**config.mk**
```make
export PLATFORM = sky130hd
export DESIGN_NAME = hise_top
export DESIGN_NICKNAME = d
export VERILOG_FILES = /design/src/rtl/hise_pkg.sv /design/src/rtl/hise_cfg_hdr.sv /design/src/rtl/hise_top.sv
export SDC_FILE = /design/constraint.sdc
export NUM_CORES = 1
export LEC_CHECK = 0
export CORE_AREA = 3 3 185 187
export DETAILED_ROUTE_END_ITERATION = 16
export DIE_AREA = 0 0 188 190
export DONT_BUFFER_PORTS = 1
export PLACE_DENSITY = 0.45
export SETUP_SLACK_MARGIN = 0.5
export SLEW_MARGIN = 20
export SYNTH_ARGS = -nofsm -noshare
export SYNTH_HDL_FRONTEND = slang
export SYNTH_SLANG_ARGS = --single-unit
export TNS_END_PERCENT = 5
```
**constraint.sdc**
```tcl
create_clock -name ref_clk -period 7.9 [get_ports ref_clk]
set_input_delay 0.395 -clock ref_clk [delete_from_list [all_inputs] [get_ports ref_clk]]
set_output_delay 0.395 -clock ref_clk [all_outputs]
set_load 0.005 [all_outputs]
```
**src/rtl/hise_pkg.sv**
```systemverilog
// package: register map, field layout and carrier types of the interrupt block
package hise_pkg;

  // runtime window (region 0) and fifo window (region 1) sizes
  localparam int unsigned RT_WIN_BYTES = 256;
  localparam int unsigned FIFO_WIN_BYTES = 1048576;
  localparam int unsigned RT_AW = 8;
  localparam int unsigned FIFO_AW = 20;

  // runtime offsets
  localparam logic [7:0] OFF_INT_STAT_EN = 8'h00;
  localparam logic [7:0] OFF_BOARD_CS = 8'h04;
  localparam logic [7:0] OFF_LINK_CONTROL_REG = 8'h08;
  localparam logic [7:0] OFF_LINK_STAT = 8'h0C;
  localparam logic [7:0] OFF_PAR_FLAGS = 8'h10;
  localparam logic [7:0] OFF_RX_THRESH = 8'h14;
  localparam logic [7:0] OFF_WATCHDOG = 8'h18;
  localparam logic [7:0] OFF_WD_RSVD = 8'h1C;
  localparam logic [7:0] OFF_CH0_BASE = 8'h20;
  localparam logic [7:0] OFF_CH0_LAST = 8'h4F;
  localparam logic [7:0] OFF_CH1_BASE = 8'h50;
  localparam logic [7:0] OFF_CH1_LAST = 8'h7F;

  // interrupt register field layout
  localparam int unsigned NUM_SRC = 8;
  localparam int unsigned STAT_LSB = 0;
  localparam int unsigned EN_LSB = 16;
  localparam logic [7:0] STAT_RESET = 8'h00;
  localparam logic [7:0] EN_RESET = 8'h00;

  // source positions
  localparam int unsigned SRC_TXN0 = 0;
  localparam int unsigned SRC_TXN1 = 1;
  localparam int unsigned SRC_DMA0 = 2;
  localparam int unsigned SRC_DMA1 = 3;
  localparam int unsigned SRC_LINK_ERR = 4;
  localparam int unsigned SRC_PAR_PORT = 5;
  localparam int unsigned SRC_THRESH = 6;
  localparam int unsigned SRC_WDOG = 7;

  // configuration header (identity values arbitrary)
  localparam logic [15:0] CFG_VENDOR_ID = 16'hA5A5;
  localparam logic [15:0] CFG_DEVICE_ID = 16'h0F0F;
  localparam logic [7:0] CFG_OFF_ID = 8'h00;
  localparam logic [7:0] CFG_OFF_BAR0 = 8'h10;
  localparam logic [7:0] CFG_OFF_BAR1 = 8'h14;
  localparam logic [31:0] BAR0_MASK = 32'hFFFFFF00;
  localparam logic [31:0] BAR1_MASK = 32'hFFF00000;
  localparam logic [3:0] BAR_MEM32 = 4'h0;

  // host access kind
  typedef enum logic [1:0] {
    HISE_SP_CFG = 2'b00,
    HISE_SP_RT = 2'b01,
    HISE_SP_FIFO = 2'b10
  } hise_space_type;

  typedef struct packed {
    logic valid;
    logic write;
    hise_space_type space;
    logic [31:0] addr;
    logic [31:0] wdata;
  } hise_req_type;

  typedef struct packed {
    logic valid;
    logic [31:0] rdata;
  } hise_rsp_type;

endpackage : hise_pkg

```
**src/rtl/hise_cfg_hdr.sv**
```systemverilog
// configuration header: identity codes and two memory base address regions
`timescale 1ns/100ps
module hise_cfg_hdr (
  input wire logic ref_clk,
  input wire logic sys_rst,
  input wire logic cfg_wr,
  input wire logic [7:0] cfg_off,
  input wire logic [31:0] cfg_wdata,
  output logic [31:0] cfg_rdata,
  output logic [31:0] bar0_base,
  output logic [31:0] bar1_base
);

  logic [31:0] bar0_r;
  logic [31:0] bar0_nxt;
  logic [31:0] bar1_r;
  logic [31:0] bar1_nxt;

  always_comb begin
    bar0_nxt = bar0_r;
    bar1_nxt = bar1_r;
    // size probe reads back the region mask
    if (cfg_wr) begin
      if (cfg_off == hise_pkg::CFG_OFF_BAR0) begin
        bar0_nxt = cfg_wdata & hise_pkg::BAR0_MASK;
      end else if (cfg_off == hise_pkg::CFG_OFF_BAR1) begin
        bar1_nxt = cfg_wdata & hise_pkg::BAR1_MASK;
      end
    end
  end

  always_ff @(posedge ref_clk or posedge sys_rst) begin
    if (sys_rst) begin
      bar0_r <= 32'h00000000;
      bar1_r <= 32'h00000000;
    end else begin
      bar0_r <= bar0_nxt;
      bar1_r <= bar1_nxt;
    end
  end

  always_comb begin
    if (cfg_off == hise_pkg::CFG_OFF_ID) begin
      cfg_rdata = {hise_pkg::CFG_DEVICE_ID, hise_pkg::CFG_VENDOR_ID};
    end else if (cfg_off == hise_pkg::CFG_OFF_BAR0) begin
      cfg_rdata = {bar0_r[31:4], hise_pkg::BAR_MEM32};
    end else if (cfg_off == hise_pkg::CFG_OFF_BAR1) begin
      cfg_rdata = {bar1_r[31:4], hise_pkg::BAR_MEM32};
    end else begin
      cfg_rdata = 32'h00000000;
    end
  end

  assign bar0_base = bar0_r;
  assign bar1_base = bar1_r;

endmodule : hise_cfg_hdr

```
**src/rtl/hise_top.sv**
```systemverilog
// runtime register front end with interrupt status and enable register
// Summary of operation
// - runtime registers are reached only by 32-bit memory cycles in region 0.
// - two regions are claimed, 256 bytes of registers and 1 MB for fifo.
// - a configuration header returns fixed vendor and device codes.
// - interrupt register sits at 0x00 and board control/status at 0x04.
// - link control at 0x08, link status at 0x0C, port flags at 0x10.
// - threshold at 0x14, watchdog at 0x18, the word at 0x1C reserved.
// - channel 0 occupies 0x20 to 0x4F and channel 1 0x50 to 0x7F.
// - bits 0 and 1 flag pending transaction channel 0 and 1 events.
// - bits 2 and 3 flag pending dma chain 0 and 1 events.
// - bit 4 flags a link error and bit 5 a parallel port event.
// - bit 6 flags fifo threshold and bit 7 watchdog expiry.
// - writing one clears a status flag, writing zero leaves it.
// - enable bits 16 to 19 gate the channel and dma sources.
// - enable bits 20 to 23 gate link, port, threshold and watchdog.
// - all flags and enables are zero after reset.
`timescale 1ns/100ps
module hise_top (
  input wire logic ref_clk,
  input wire logic sys_rst,
  input wire hise_pkg::hise_req_type host_req,
  input wire logic [3:0] host_be,
  output hise_pkg::hise_rsp_type host_rsp,
  input wire logic [7:0] src_event,
  input wire logic [31:0] board_cs_rdata,
  input wire logic [31:0] link_control_reg_rdata,
  input wire logic [31:0] link_stat_rdata,
  input wire logic [31:0] par_flags_rdata,
  input wire logic [31:0] rx_thresh_rdata,
  input wire logic [31:0] watchdog_rdata,
  input wire logic [31:0] ch0_rdata,
  input wire logic [31:0] ch1_rdata,
  input wire logic [31:0] fifo_rdata,
  output logic [4:0] sub_sel,
  output logic [7:0] sub_off,
  output logic sub_wr,
  output logic [31:0] sub_wdata,
  output logic fifo_wr,
  output logic fifo_rd,
  output logic [19:0] fifo_off,
  output logic int_req
);

  // sub-register selects driven toward the owning blocks
  localparam logic [4:0] SEL_NONE = 5'h00;
  localparam logic [4:0] SEL_BOARD = 5'h01;
  localparam logic [4:0] SEL_LINK_CONTROL_REG = 5'h02;
  localparam logic [4:0] SEL_LINK_STAT = 5'h03;
  localparam logic [4:0] SEL_PAR = 5'h04;
  localparam logic [4:0] SEL_THRESH = 5'h05;
  localparam logic [4:0] SEL_WDOG = 5'h06;
  localparam logic [4:0] SEL_CH0 = 5'h07;
  localparam logic [4:0] SEL_CH1 = 5'h08;
  localparam logic [4:0] SEL_INT = 5'h09;

  // offset decode, used for both read mux and write strobe
  function automatic logic [4:0] decode_off(input logic [7:0] off);
    logic [4:0] s;
    s = SEL_NONE;
    if (off == hise_pkg::OFF_INT_STAT_EN) begin
      s = SEL_INT;
    end else if (off == hise_pkg::OFF_BOARD_CS) begin
      s = SEL_BOARD;
    end else if (off == hise_pkg::OFF_LINK_CONTROL_REG) begin
      s = SEL_LINK_CONTROL_REG;
    end else if (off == hise_pkg::OFF_LINK_STAT) begin
      s = SEL_LINK_STAT;
    end else if (off == hise_pkg::OFF_PAR_FLAGS) begin
      s = SEL_PAR;
    end else if (off == hise_pkg::OFF_RX_THRESH) begin
      s = SEL_THRESH;
    end else if (off == hise_pkg::OFF_WATCHDOG) begin
      s = SEL_WDOG;
    end else if (off >= hise_pkg::OFF_CH0_BASE &&
                 off <= hise_pkg::OFF_CH0_LAST) begin
      s = SEL_CH0;
    end else if (off >= hise_pkg::OFF_CH1_BASE &&
                 off <= hise_pkg::OFF_CH1_LAST) begin
      s = SEL_CH1;
    end
    // 0x1C and 0x80..0xFF fall through to none
    return s;
  endfunction : decode_off

  logic [31:0] bar0_base;
  logic [31:0] bar1_base;
  logic [31:0] cfg_rdata;
  logic cfg_wr;
  logic rt_hit;
  logic fifo_hit;
  logic full_word;
  logic [7:0] rt_off;
  logic [4:0] sel;

  logic [7:0] stat_r;
  logic [7:0] stat_nxt;
  logic [7:0] en_r;
  logic [7:0] en_nxt;
  logic int_wr;
  logic [31:0] int_word;

  logic rsp_valid_r;
  logic rsp_valid_nxt;
  logic [31:0] rsp_data_r;
  logic [31:0] rsp_data_nxt;

  hise_cfg_hdr u_cfg (
    .ref_clk(ref_clk),
    .sys_rst(sys_rst),
    .cfg_wr(cfg_wr),
    .cfg_off(host_req.addr[7:0]),
    .cfg_wdata(host_req.wdata),
    .cfg_rdata(cfg_rdata),
    .bar0_base(bar0_base),
    .bar1_base(bar1_base)
  );

  assign cfg_wr = host_req.valid && host_req.write &&
                  host_req.space == hise_pkg::HISE_SP_CFG;
  // whole-word cycles only; partial lanes are dropped
  assign full_word = host_be == 4'hF && host_req.addr[1:0] == 2'b00;
  // region 0 is 256 bytes, region 1 is 1 MB
  assign rt_hit = host_req.valid && full_word &&
                  host_req.space == hise_pkg::HISE_SP_RT &&
                  (host_req.addr & hise_pkg::BAR0_MASK) == bar0_base;
  assign fifo_hit = host_req.valid && full_word &&
                    host_req.space == hise_pkg::HISE_SP_FIFO &&
                    (host_req.addr & hise_pkg::BAR1_MASK) == bar1_base;
  assign rt_off = host_req.addr[hise_pkg::RT_AW-1:0];
  assign sel = rt_hit ? decode_off(rt_off) : SEL_NONE;

  // strobes to the other register blocks
  assign sub_sel = (sel == SEL_INT) ? SEL_NONE : sel;
  assign sub_off = rt_off;
  assign sub_wr = host_req.write && sel != SEL_NONE && sel != SEL_INT;
  assign sub_wdata = host_req.wdata;
  assign fifo_wr = fifo_hit && host_req.write;
  assign fifo_rd = fifo_hit && !host_req.write;
  assign fifo_off = host_req.addr[hise_pkg::FIFO_AW-1:0];

  assign int_wr = sel == SEL_INT && host_req.write;

  assign int_word = {8'h00,
                     en_r,
                     8'h00,
                     stat_r};

  // per-source flag and enable logic
  generate
    for (genvar i = 0; i < hise_pkg::NUM_SRC; i++) begin : g_src
      always_comb begin
        stat_nxt[i] = stat_r[i];
        if (int_wr && host_req.wdata[hise_pkg::STAT_LSB + i]) begin
          stat_nxt[i] = 1'b0;
        end
        // new event wins over a same-cycle clear
        if (src_event[i]) begin
          stat_nxt[i] = 1'b1;
        end
        en_nxt[i] = en_r[i];
        if (int_wr) begin
          en_nxt[i] = host_req.wdata[hise_pkg::EN_LSB + i];
        end
      end
    end
  endgenerate

  // flags and enables cleared by reset
  always_ff @(posedge ref_clk or posedge sys_rst) begin
    if (sys_rst) begin
      stat_r <= hise_pkg::STAT_RESET;
      en_r <= hise_pkg::EN_RESET;
    end else begin
      stat_r <= stat_nxt;
      en_r <= en_nxt;
    end
  end

  assign int_req = |(stat_r & en_r);

  // read answer registered one cycle after the request
  always_comb begin
    rsp_valid_nxt = host_req.valid && !host_req.write;
    rsp_data_nxt = 32'h00000000;
    if (host_req.valid && !host_req.write) begin
      if (host_req.space == hise_pkg::HISE_SP_CFG) begin
        rsp_data_nxt = cfg_rdata;
      end else if (fifo_hit) begin
        rsp_data_nxt = fifo_rdata;
      end else if (sel == SEL_INT) begin
        rsp_data_nxt = int_word;
      end else if (sel == SEL_BOARD) begin
        rsp_data_nxt = board_cs_rdata;
      end else if (sel == SEL_LINK_CONTROL_REG) begin
        rsp_data_nxt = link_control_reg_rdata;
      end else if (sel == SEL_LINK_STAT) begin
        rsp_data_nxt = link_stat_rdata;
      end else if (sel == SEL_PAR) begin
        rsp_data_nxt = par_flags_rdata;
      end else if (sel == SEL_THRESH) begin
        rsp_data_nxt = rx_thresh_rdata;
      end else if (sel == SEL_WDOG) begin
        rsp_data_nxt = watchdog_rdata;
      end else if (sel == SEL_CH0) begin
        rsp_data_nxt = ch0_rdata;
      end else if (sel == SEL_CH1) begin
        rsp_data_nxt = ch1_rdata;
      end
    end
  end

  always_ff @(posedge ref_clk or posedge sys_rst) begin
    if (sys_rst) begin
      rsp_valid_r <= 1'b0;
      rsp_data_r <= 32'h00000000;
    end else begin
      rsp_valid_r <= rsp_valid_nxt;
      rsp_data_r <= rsp_data_nxt;
    end
  end

  // one driver for the whole answer struct
  assign host_rsp = '{valid: rsp_valid_r, rdata: rsp_data_r};

endmodule : hise_top

```
-- After elaboration in Yosys (flattened, before gate mapping)
Cells that the tools add are included.
- flip-flop bits (word level): 85
- latch bits: 0
- bits in writable memories: 0
- ROM bits: 0
- bits of input ports: 370
- word-level logic and storage cells: 122
- memories: 0
- add/sub/neg operators: 0
- multipliers: 0
- div/mod/pow operators: 0
- order comparisons: 4
- eq/ne operators: 21
- shifts and indexed selects: 0
- mux-type cells: 42
- bitwise operators: 2
- reductions and logical operators: 40
- operators with widths (operator ; count):
    32-bit 2-to-1 mux ; 15
    4-bit 2-to-1 mux ; 8
    24-bit equality test ; 1
    8-bit by 5-bit equality test with 1-bit output (second input constant) ; 3
    1-bit logical AND ; 24
    5-bit by 3-bit equality test with 1-bit output (second input constant) ; 4
    8-bit by 4-bit equality test with 1-bit output (second input constant) ; 2
    8-bit by 7-bit less-or-equal comparator with 1-bit output (second input constant) ; 2
    1-bit 2-to-1 mux ; 16
    2-bit nonzero test ; 8
    5-bit 2-to-1 mux ; 3
    12-bit equality test ; 1
    5-bit by 2-bit equality test with 1-bit output (second input constant) ; 2
    5-bit by 4-bit equality test with 1-bit output (second input constant) ; 2
    8-bit bitwise AND ; 1
    8-bit by 3-bit equality test with 1-bit output (second input constant) ; 1
    8-bit by 6-bit >= comparator with 1-bit output (second input constant) ; 1
    8-bit by 7-bit >= comparator with 1-bit output (second input constant) ; 1
    8-bit logical NOT ; 1
    8-bit OR reduction ; 1
    5-bit by 1-bit equality test with 1-bit output (second input constant) ; 1
    5-bit by 4-bit inequality test with 1-bit output (second input constant) ; 1
    5-bit nonzero test ; 1
    4-bit equality test (second input constant) ; 1
    other kinds (7) ; 8

-- Logic depth before layout (Yosys ltp)
Gate-level depths: netlist of run 1.
- depth after elaboration: 25
- gate-level depth with buffers: 11
- gate-level depth less buffers: 7

-- Cells and area by module
A second synthesis of run 1 with hierarchy kept.
- cells, all modules: 926
- area total of the unflattened synthesis: 7825.0 um^2
- modules (own cells, without submodules) (module ; times used ; cells each ; area an instance (um^2) ; sequential area each (um^2)):
    hise_top ; 1 ; 748 ; 5824.3 ; 1226.2
    hise_cfg_hdr ; 1 ; 178 ; 2000.7 ; 900.9

-- Worst setup path after synthesis of run 1
OpenSTA, ideal clock, no wires.
- path kind: register to register
- start point: register u_cfg.bar0_r[24], in the netlist u_cfg.bar0_base[24]
- end point: register en_r[0]
- setup time: 127 ps
- arrival: 2524 ps
- required time: 7773 ps
- path slack: 5249 ps
- stages on the path, launching flop included: 9
- buffers on the path: 2
- cell sequence: dfrtp_1 xor2_1 nor4_2 nand4_2 nor4_2 and2_1 buf_4 buf_6 mux2_1
- longest elaborated chain between the ends: 5
- RTL lines (element ; RTL line ; RTL):
    from (decl) ; hise_cfg_hdr.sv:14 ; logic [31:0] bar0_r;
    from (signal assigned) ; hise_cfg_hdr.sv:37 ; bar0_r <= bar0_nxt;
    24-bit equality test ; hise_top.sv:126 ; (host_req.addr & hise_pkg::BAR0_MASK) == bar0_base;
    1-bit logical AND ; hise_top.sv:125 ; host_req.space == hise_pkg::HISE_SP_RT &&
    5-bit 2-to-1 mux ; hise_top.sv:131 ; assign sel = rt_hit ? decode_off(rt_off) : SEL_NONE;
    5-bit by 4-bit equality test with 1-bit output ; hise_top.sv:142 ; assign int_wr = sel == SEL_INT && host_req.write;
    1-bit logical AND ; hise_top.sv:142 ;
    to (signal assigned) ; hise_top.sv:173 ; en_r <= hise_pkg::EN_RESET;
    to (signal assigned) ; hise_top.sv:176 ; en_r <= en_nxt;
    to (decl) ; hise_top.sv:98 ; logic [7:0] en_r;
No other way between the ends.
A chain may end at the register's enable or synchronous reset.

-- Worst setup path in the final report of run 1
- start point: register u_cfg.bar0_r[16], in the netlist u_cfg.bar0_base[16]
- end point: register rsp_data_r[16]
- longest elaborated chain between the ends: 16
- elaborated cells on any way between the ends: 26
- classes of those cells: eq/ne: 10; mux: 15; reduce/logical: 1
- RTL lines (element ; RTL line ; RTL):
    24-bit equality test ; hise_top.sv:126 ;
    1-bit logical AND ; hise_top.sv:125 ;
    5-bit 2-to-1 mux ; hise_top.sv:131 ;
    5-bit by 4-bit equality test with 1-bit output ; hise_top.sv:207 ; end else if (sel == SEL_CH1) begin
    32-bit 2-to-1 mux ; hise_top.sv:207 ;
    32-bit 2-to-1 mux ; hise_top.sv:205 ; end else if (sel == SEL_CH0) begin
    32-bit 2-to-1 mux ; hise_top.sv:203 ; end else if (sel == SEL_WDOG) begin
    32-bit 2-to-1 mux ; hise_top.sv:201 ; end else if (sel == SEL_THRESH) begin
    32-bit 2-to-1 mux ; hise_top.sv:199 ; end else if (sel == SEL_PAR) begin
    32-bit 2-to-1 mux ; hise_top.sv:197 ; end else if (sel == SEL_LINK_STAT) begin
    32-bit 2-to-1 mux ; hise_top.sv:195 ; end else if (sel == SEL_LINK_CONTROL_REG) begin
    32-bit 2-to-1 mux ; hise_top.sv:193 ; end else if (sel == SEL_BOARD) begin
    32-bit 2-to-1 mux ; hise_top.sv:191 ; end else if (sel == SEL_INT) begin
    32-bit 2-to-1 mux ; hise_top.sv:189 ; end else if (fifo_hit) begin
    32-bit 2-to-1 mux (*) ; hise_top.sv:187 ; if (host_req.space == hise_pkg::HISE_SP_CFG) begin
    32-bit 2-to-1 mux (*) ; hise_top.sv:186 ; if (host_req.valid && !host_req.write) begin
    via rsp_data_nxt[16] ; hise_top.sv:106 ; logic [31:0] rsp_data_nxt;
    to (signal assigned) ; hise_top.sv:219 ; rsp_data_r <= rsp_data_nxt;
    to (decl) ; hise_top.sv:105 ; logic [31:0] rsp_data_r;
The timed path passes the listed nets; every way through them passes the cells marked *.

==> metrics.md, run 1 <==
| Metric | Value |
|---|---|
| Outcome | `complete, no violations` |
| Slew HR | `0.247` |
| Cts hold-fix bufs | `0` |
| Detailed placer's ending HPWL | `36100 um` |
| Die width | `188 um` |
| Worst slew pin tran | `1120 ps` |
| Full die area | `between 30000 and 40000 um2` |
| Port-buffer cells | `0` |
| Core ar. | `32600 um2` |
| Synth Instances | `807` |
| Crit path capture type | `flip-flop` |
| Max-cap violations | `0` |
| Final Critical Period | `3840 ps` |
| Initial antenna violation count | `5` |
| Clk root buf | `clkbuf_16` |
| Critical path class | `flip-flop to flip-flop` |
| Synth warn | `0` |
| Gr ovfl total | `0` |
| Final setup viols | `0` |
| CTS tree | `done` |
| Fillers | `~3600` |
| Vias in the first global route | `7089` |
| Sequential fraction of the synthesis area | `0.299` |
| Synth unique cells | `74` |
| Cell taking the most area after synthesis | `dfrtp_1` |
| Worst-Skew Late Latency | `370 ps` |
| Crit Path Max Fanout | `16` |
| TritonCTS Buffers | `9` |
| Worst min-delay path class | `input pin to async pin` |
| Max Root-Sink Buffers | `2` |
| Total track usage | `0.237` |
| First-pass GRT wire length | `59500 um` |
| Startpoint Class | `flip-flop` |
| Area grow syn2layout | `5.04%` |
| Highest routing layer actually used | `met5` |
| Pre-Repair DR Iteration Count | `5` |
| Asr flop ratio synth | `1.00` |
| Clk slew on worst S/H paths | `70 ps` |
| Top cells by count, synth | `85 x dfrtp_1, 65 x buf_4, 49 x a21oi_1, 48 x nand2_1, 42 x mux2_2` |
| Top-area cell type share of the netlist area | `0.299` |
| Initial Util | `0.218` |
| PwrDens | `131 nW/um2` |
| DRT antenna net count | `0` |
| Crit share post-route | `0.486` |
| Routability cong. | `0.850` |
| Dpl ws | `just over 4000 ps` |
| Worst path required time | `8120 ps` |
| Worst setup margin | `4060 ps` |
| Worst vdd rail ir drop | `0.000104 V` |
| Number of synthesized flops with an enable pin | `0` |
| Post-cts sizing count | `0` |
| Cell area after placement | `7170 um2` |
| Crit-path max cell delay | `690 ps` |
| Unrepaired setup endpoints after global routing | `false` |
| Finished Cell Area | `7480 um2` |
| Max-slew violations | `0` |
| CTS HTree Levels | `3` |
| Met1 wire length | `17700 um` |
| Top cells by area, synth | `dfrtp_1 30%, buf_4 6.9%, mux2_2 6.6%` |
| Fmax | `261 MHz` |
| Rows | `66` |
| Number of vias per cell | `6.00` |
| Final Hold Viols | `0` |
| Post-CTS setup buffer count | `0` |
| Cell area after synthesis | `slightly above 7000 um2` |
| Ys flop type | `dfrtp_1` |
| Ports | `472` |
| Drt first-iter violations | `757` |
| CP Cell Sequence | `xor2_1 -> nor4_2 -> and4_1 -> and4_1 -> buf_4 -> a222oi_1 -> o211ai_1 -> a21oi_1` |
| CP dominant cell by count | `and4_1` |
| Residual DRC | `0` |
| Routed wl met2 | `20900 um` |
| TritonCTS Sinks | `85` |
| Post-route setup TNS | `0 ps` |
| Avg WL per Cell | `around 38 um` |
| Pin count of the biggest net entering global routing | `45` |
| Syn_nets | `1177` |
| Syn avg cell area | `8.82 um2` |
| Total Wirelength | `44400 um` |
| Worst EP arrival | `4060 ps` |
| Hold WS | `68.4 ps` |
| Die Y | `around 190 um` |
| Routed via count | `~7000` |
| Slowest library cell on the worst path | `nor4_2` |
| Layout cells sized above 1 | `0.169` |
| Worst Path Buf+Inv | `1` |
| Most frequent cell after synthesis | `dfrtp_1` |
| Metal3 WL | `4590 um` |
| Worst Skew | `8.38 ps` |
| Delay-heaviest family, CP | `simple AND/OR/NAND/NOR gates` |
| Seq cells post-synth | `85` |
| LEAKAGE | `2.79 nW` |
| Nets@finish | `1094` |
==> kinds of logic after synthesis <==
family,Yosys count,synth area share
XOR/XNOR,33,0.0406
other,1,0.000527
AND/OR/NAND/NOR,207,0.165
multiplexers,44,0.0696
flip-flops,85,0.299
AO/OA/AOI/OAI,297,0.311
adder cells (fa/ha/maj),1,0.00141
buffers and inverters,139,0.112
==> report_power, final <==
group          leakage [nW]  internal, mW  switching, mW
Sequential             1.14         0.438        0.00320
Clock                 0.137         0.218          0.211
Combinational          1.52        0.0346         0.0709
==> worst reg2reg max path: stages, from the launching register on <==
cell and delay, ps:
dfrtp_1 430, xor2_1 190, nor4_2 690, and4_1 550, and4_1 620, buf_4 380
a222oi_1 160, o211ai_1 480, a21oi_1 190
==> metrics by stage <==
step / cells / power, mW / utilization
2_1_floorplan: 807 / 0.545 / -
3_3_place_gp: 1154 / 0.555 / 0.220
3_5_place_dp: 1154 / 0.555 / 0.220
4_1_cts: 1170 / 0.986 / 0.228
5_1_grt: 1173 / 1.01 / 0.229
6_report: 1177 / 0.976 / 0.229
==> per-layer routing <==
layer,GRT usage,up-vias
li1,-,2943
met1,0.292,3521
met2,0.389,526
met3,0.0905,72
met4,0.0658,4
met5,0,-
==> layout make-up <==
cell class                 count  area, um2  area share
multi-input combinational    583       4230       0.566
clock inverter                 7       56.3     0.00753
sequential                    85       2130       0.284
antenna                        6       15.0     0.00201
timing repair buffer          25        191      0.0256
tap                          442        553      0.0740
clock buffer                   9        225      0.0301
inverter                      20       76.3      0.0102
==> flip-flops by register name (all words and copies together) (netlist names) <==
signal / cells
en_r: 8
rsp_data_r: 32
rsp_valid_r: 1
stat_r: 8
u_cfg.bar0_base: 24
u_cfg.bar1_base: 12
==> cells in the final DEF, fill, tap and decap left out, drive strengths merged, types with 6 or more instances in the layout <==
cell	Yosys	routed
dfrtp	85	85
a21oi	49	49
nand2	49	49
mux2	44	44
o21ai	40	40
nor2	30	30
nand3	26	26
buf	84	25
a221oi	24	24
a22oi	23	23
inv	19	22
xor2	21	21
nor3	20	20
nand4	19	19
a211oi	17	17
a21o	15	15
nor4	15	15
a222oi	14	14
a22o	13	13
and2	12	12
xnor2	12	12
o21a	11	11
o221ai	10	10
o22ai	10	10
o32ai	9	9
a32oi	9	9
clkbuf	35	9
o221a	9	9
nor2b	8	8
and3	7	7
diode	0	6
==> final timing paths <==
kind                       slack (ps)                  endpoint  depth (start not counted)                             from
max                              4060  rsp_data_r[16]$_DFF_PP0_                          8  u_cfg.bar0_base[16]$_DFFE_PP0P_
min                                70  rsp_data_r[12]$_DFF_PP0_                          1                          sys_rst
max reg2reg                      4060  rsp_data_r[16]$_DFF_PP0_                          8  u_cfg.bar0_base[16]$_DFFE_PP0P_
min reg2reg                       520       en_r[1]$_DFFE_PP0P_                          1              en_r[1]$_DFFE_PP0P_
max in group asynchronous        6710   rsp_data_r[8]$_DFF_PP0_                          2                          sys_rst
min in group ref_clk              120     stat_r[4]$_DFFE_PP0P_                          1                     src_event[4]
No activity file was read; power rests on OpenSTA's default activity.
==> inputs of run 2 (changes only) <==
clock period = 3.77 ns   (was 7.9 ns; I/O delays follow)
==> run 2 against run 1 <==
Against the previous run:
- final cell count grew 6.4%
- combinational power rose to 2.7 times the previous value
- clock-buffer cell count increased by 2
- clock power up 140%
- utilization grew 2.5 points
- wire length grew 1.2%
- via count increased by 3.3%
- first-iteration DRC count shrank 13%
- sequential power up 110%
- non-clock buffer count rose by 80
- setup slack lost 3500 ps
- sequential share of layout area decreased by 2.8 points
==> metrics.md, run 2 (same netlist as run 1, synthesis figures left out) <==
| Metric | Value |
|---|---|
| Outcome | `complete, no violations` |
| Worst min-delay path class | `input pin to flip-flop` |
| Max-cap violations | `0` |
| CTS tree | `done` |
| Rows | `66` |
| Clk pwr share | `0.460` |
| Nets@finish | `1174` |
| DRT antenna net count | `0` |
| TritonCTS Buffers | `9` |
| Worst EP arrival | `roughly 3500 ps` |
| Residual DRC | `0` |
| Unrepaired setup endpoints after global routing | `false` |
| Total Wirelength | `44900 um` |
| Worst Skew | `13.4 ps` |
| Initial antenna violation count | `5` |
| Drt first-iter violations | `approximately 660` |
| Clk slew on worst S/H paths | `70 ps` |
| Crit share post-route | `0.849` |
| Commonest non-fill, non-tap cell in the layout | `dfrtp_1` |
| First-pass GRT wire length | `between 60000 and 70000 um` |
| Pre-Repair DR Iteration Count | `5` |
| Worst-Skew Late Latency | `360 ps` |
| Area grow syn2layout | `16.5%` |
| Vias in the first global route | `7400` |
| Most frequent cells in the layout | `85 x dfrtp_1, 58 x buf_4, 49 x a21oi_1` |
| Switching Fraction | `0.262` |
| Psw | `585 uW` |
| Final Hold Viols | `0` |
| Total track usage | `0.241` |
| Fmax | `about 310 MHz` |
| Final Critical Period | `approximately 3200 ps` |
| Highest routing layer actually used | `met5` |
| Gr ovfl total | `0` |
| Pin count of the biggest net entering global routing | `between 50 and 60` |
| Post-Place Cells | `1185` |
| Number of vias per cell | `5.83` |
| Worst vdd rail ir drop | `approximately 0.00015 V` |
| Die Y | `190 um` |
| Worst slew pin tran | `969 ps` |
| Worst path required time | `4040 ps` |
| Sequential Power Share | `0.414` |
| Crit path capture type | `flip-flop` |
| Most flop-heavy register | `rsp_data_r` |
| Critical path class | `flip-flop to flip-flop` |
| Metal3 WL | `4350 um` |
| Met1 wire length | `18100 um` |
| CTS HTree Levels | `3` |
| Die width | `188 um` |
| Detailed placer's ending HPWL | `37100 um` |
| Post-Layout Cell Count | `around 1300` |
| Clk root buf | `clkbuf_16` |
| Gate power share | `0.125` |
| PwrDens | `269 nW/um2` |
| Routed via count | `7298` |
| Max Root-Sink Buffers | `2` |
| Finished Cell Area | `8290 um2` |
| Cell area after placement | `about 7400 um2` |
| Port-buffer cells | `0` |
| LEAKAGE | `3.19 nW` |
| Slew HR | `0.353` |
| Layout cells sized above 1 | `0.193` |
| Initial Util | `0.218` |
| Routability cong. | `0.848` |
| Avg WL per Cell | `35.9 um` |
| Total Power | `between 2 and 2.5 mW` |
| Core ar. | `around 33000 um2` |
| Max-slew violations | `0` |
| P_int | `1.65 mW` |
| Largest register FFs | `32` |
| Final setup viols | `0` |
| Full die area | `about 36000 um2` |
| TritonCTS Sinks | `85` |
| Crit Path Max Fanout | `7` |
| Post-route setup TNS | `0 ps` |
| Routed wl met2 | `21500 um` |
| Ports | `~470` |
| Startpoint Class | `flip-flop` |
## run 2: cell count changes in the layout (fill, tap and decap cells not counted), moves of 4 or more
cell           change
buf_4             +34
diode_2            -5
dlygate4sd3_1     +46
inv_6              -4
nor4_2             -5
nor4_4             +5
## run 2: final cells by class
type | instances | area (um2)
antenna | 1 | 2.50
clock buffer | 11 | 253
clock inverter | 5 | 82.6
fill | 3580 | 24300
inverter | 20 | 76.3
multi-input combinational | 583 | 4280
sequential | 85 | 2130
tap | 442 | 553
timing repair buffer | 105 | 916
## run 2: path summary, 6_finish.rpt
kind	to	slack, ps	depth (start not counted)	start
worst max register to register	rsp_data_r[9]$_DFF_PP0_	570	8	u_cfg.bar0_base[18]$_DFFE_PP0P_
max in group asynchronous	u_cfg.bar0_base[14]$_DFFE_PP0P_	2710	3	sys_rst
min in group asynchronous	rsp_data_r[1]$_DFF_PP0_	420	3	sys_rst
worst min-delay path	rsp_data_r[17]$_DFF_PP0_	20	2	board_cs_rdata[17]
worst max-delay path	rsp_data_r[9]$_DFF_PP0_	570	8	u_cfg.bar0_base[18]$_DFFE_PP0P_
worst min register to register	stat_r[7]$_DFFE_PP0P_	520	1	stat_r[7]$_DFFE_PP0P_
## run 2: metal layers
| metal | global-route usage | up-vias |
|---|---|---|
| met5 | 0 | - |
| li1 | - | 3084 |
| met2 | 0.405 | 484 |
| met4 | 0.0560 | 4 |
| met3 | 0.0840 | 65 |
| met1 | 0.298 | 3661 |
## run 2: timing repair
item,in CTS,in global routing
hold endpoints to repair,142,0
pin swaps,1,5
endpoints found under the setup margin,2,7
hold buffers,46,0
setup buffers,0,4
gates resized for setup,3,4
## run 2: metrics by stage
| step | worst slack (ps) | util | hold slack, ps |
|---|---|---|---|
| final | 570 | 0.254 | 15.8 |
| after global routing | 501 | 0.254 | 26.1 |
| after CTS | 535 | 0.252 | 1.81 |
| after detailed placement | 440 | 0.227 | 212 |
| after global placement | 489 | 0.227 | 206 |
| after floorplan | 1120 | - | 281 |
## run 2: worst max-delay path: stages, from the launching register on
cell     delay [ps]
dfrtp_1         430
xor2_1          230
nor4_4          330
nand4_2         180
buf_4           230
nor4_4          780
a32oi_1         210
o311a_1         460
o32ai_1         270
## run 2: power by group through the flow
stage	clock network [mW]	registers, mW	logic (mW)
4_1_cts	1.05	0.926	0.273
2_1_floorplan	0	0.940	0.203
3_5_place_dp	0	0.943	0.224
6_report	1.03	0.925	0.280
5_1_grt	1.08	0.926	0.302
3_3_place_gp	0	0.943	0.224
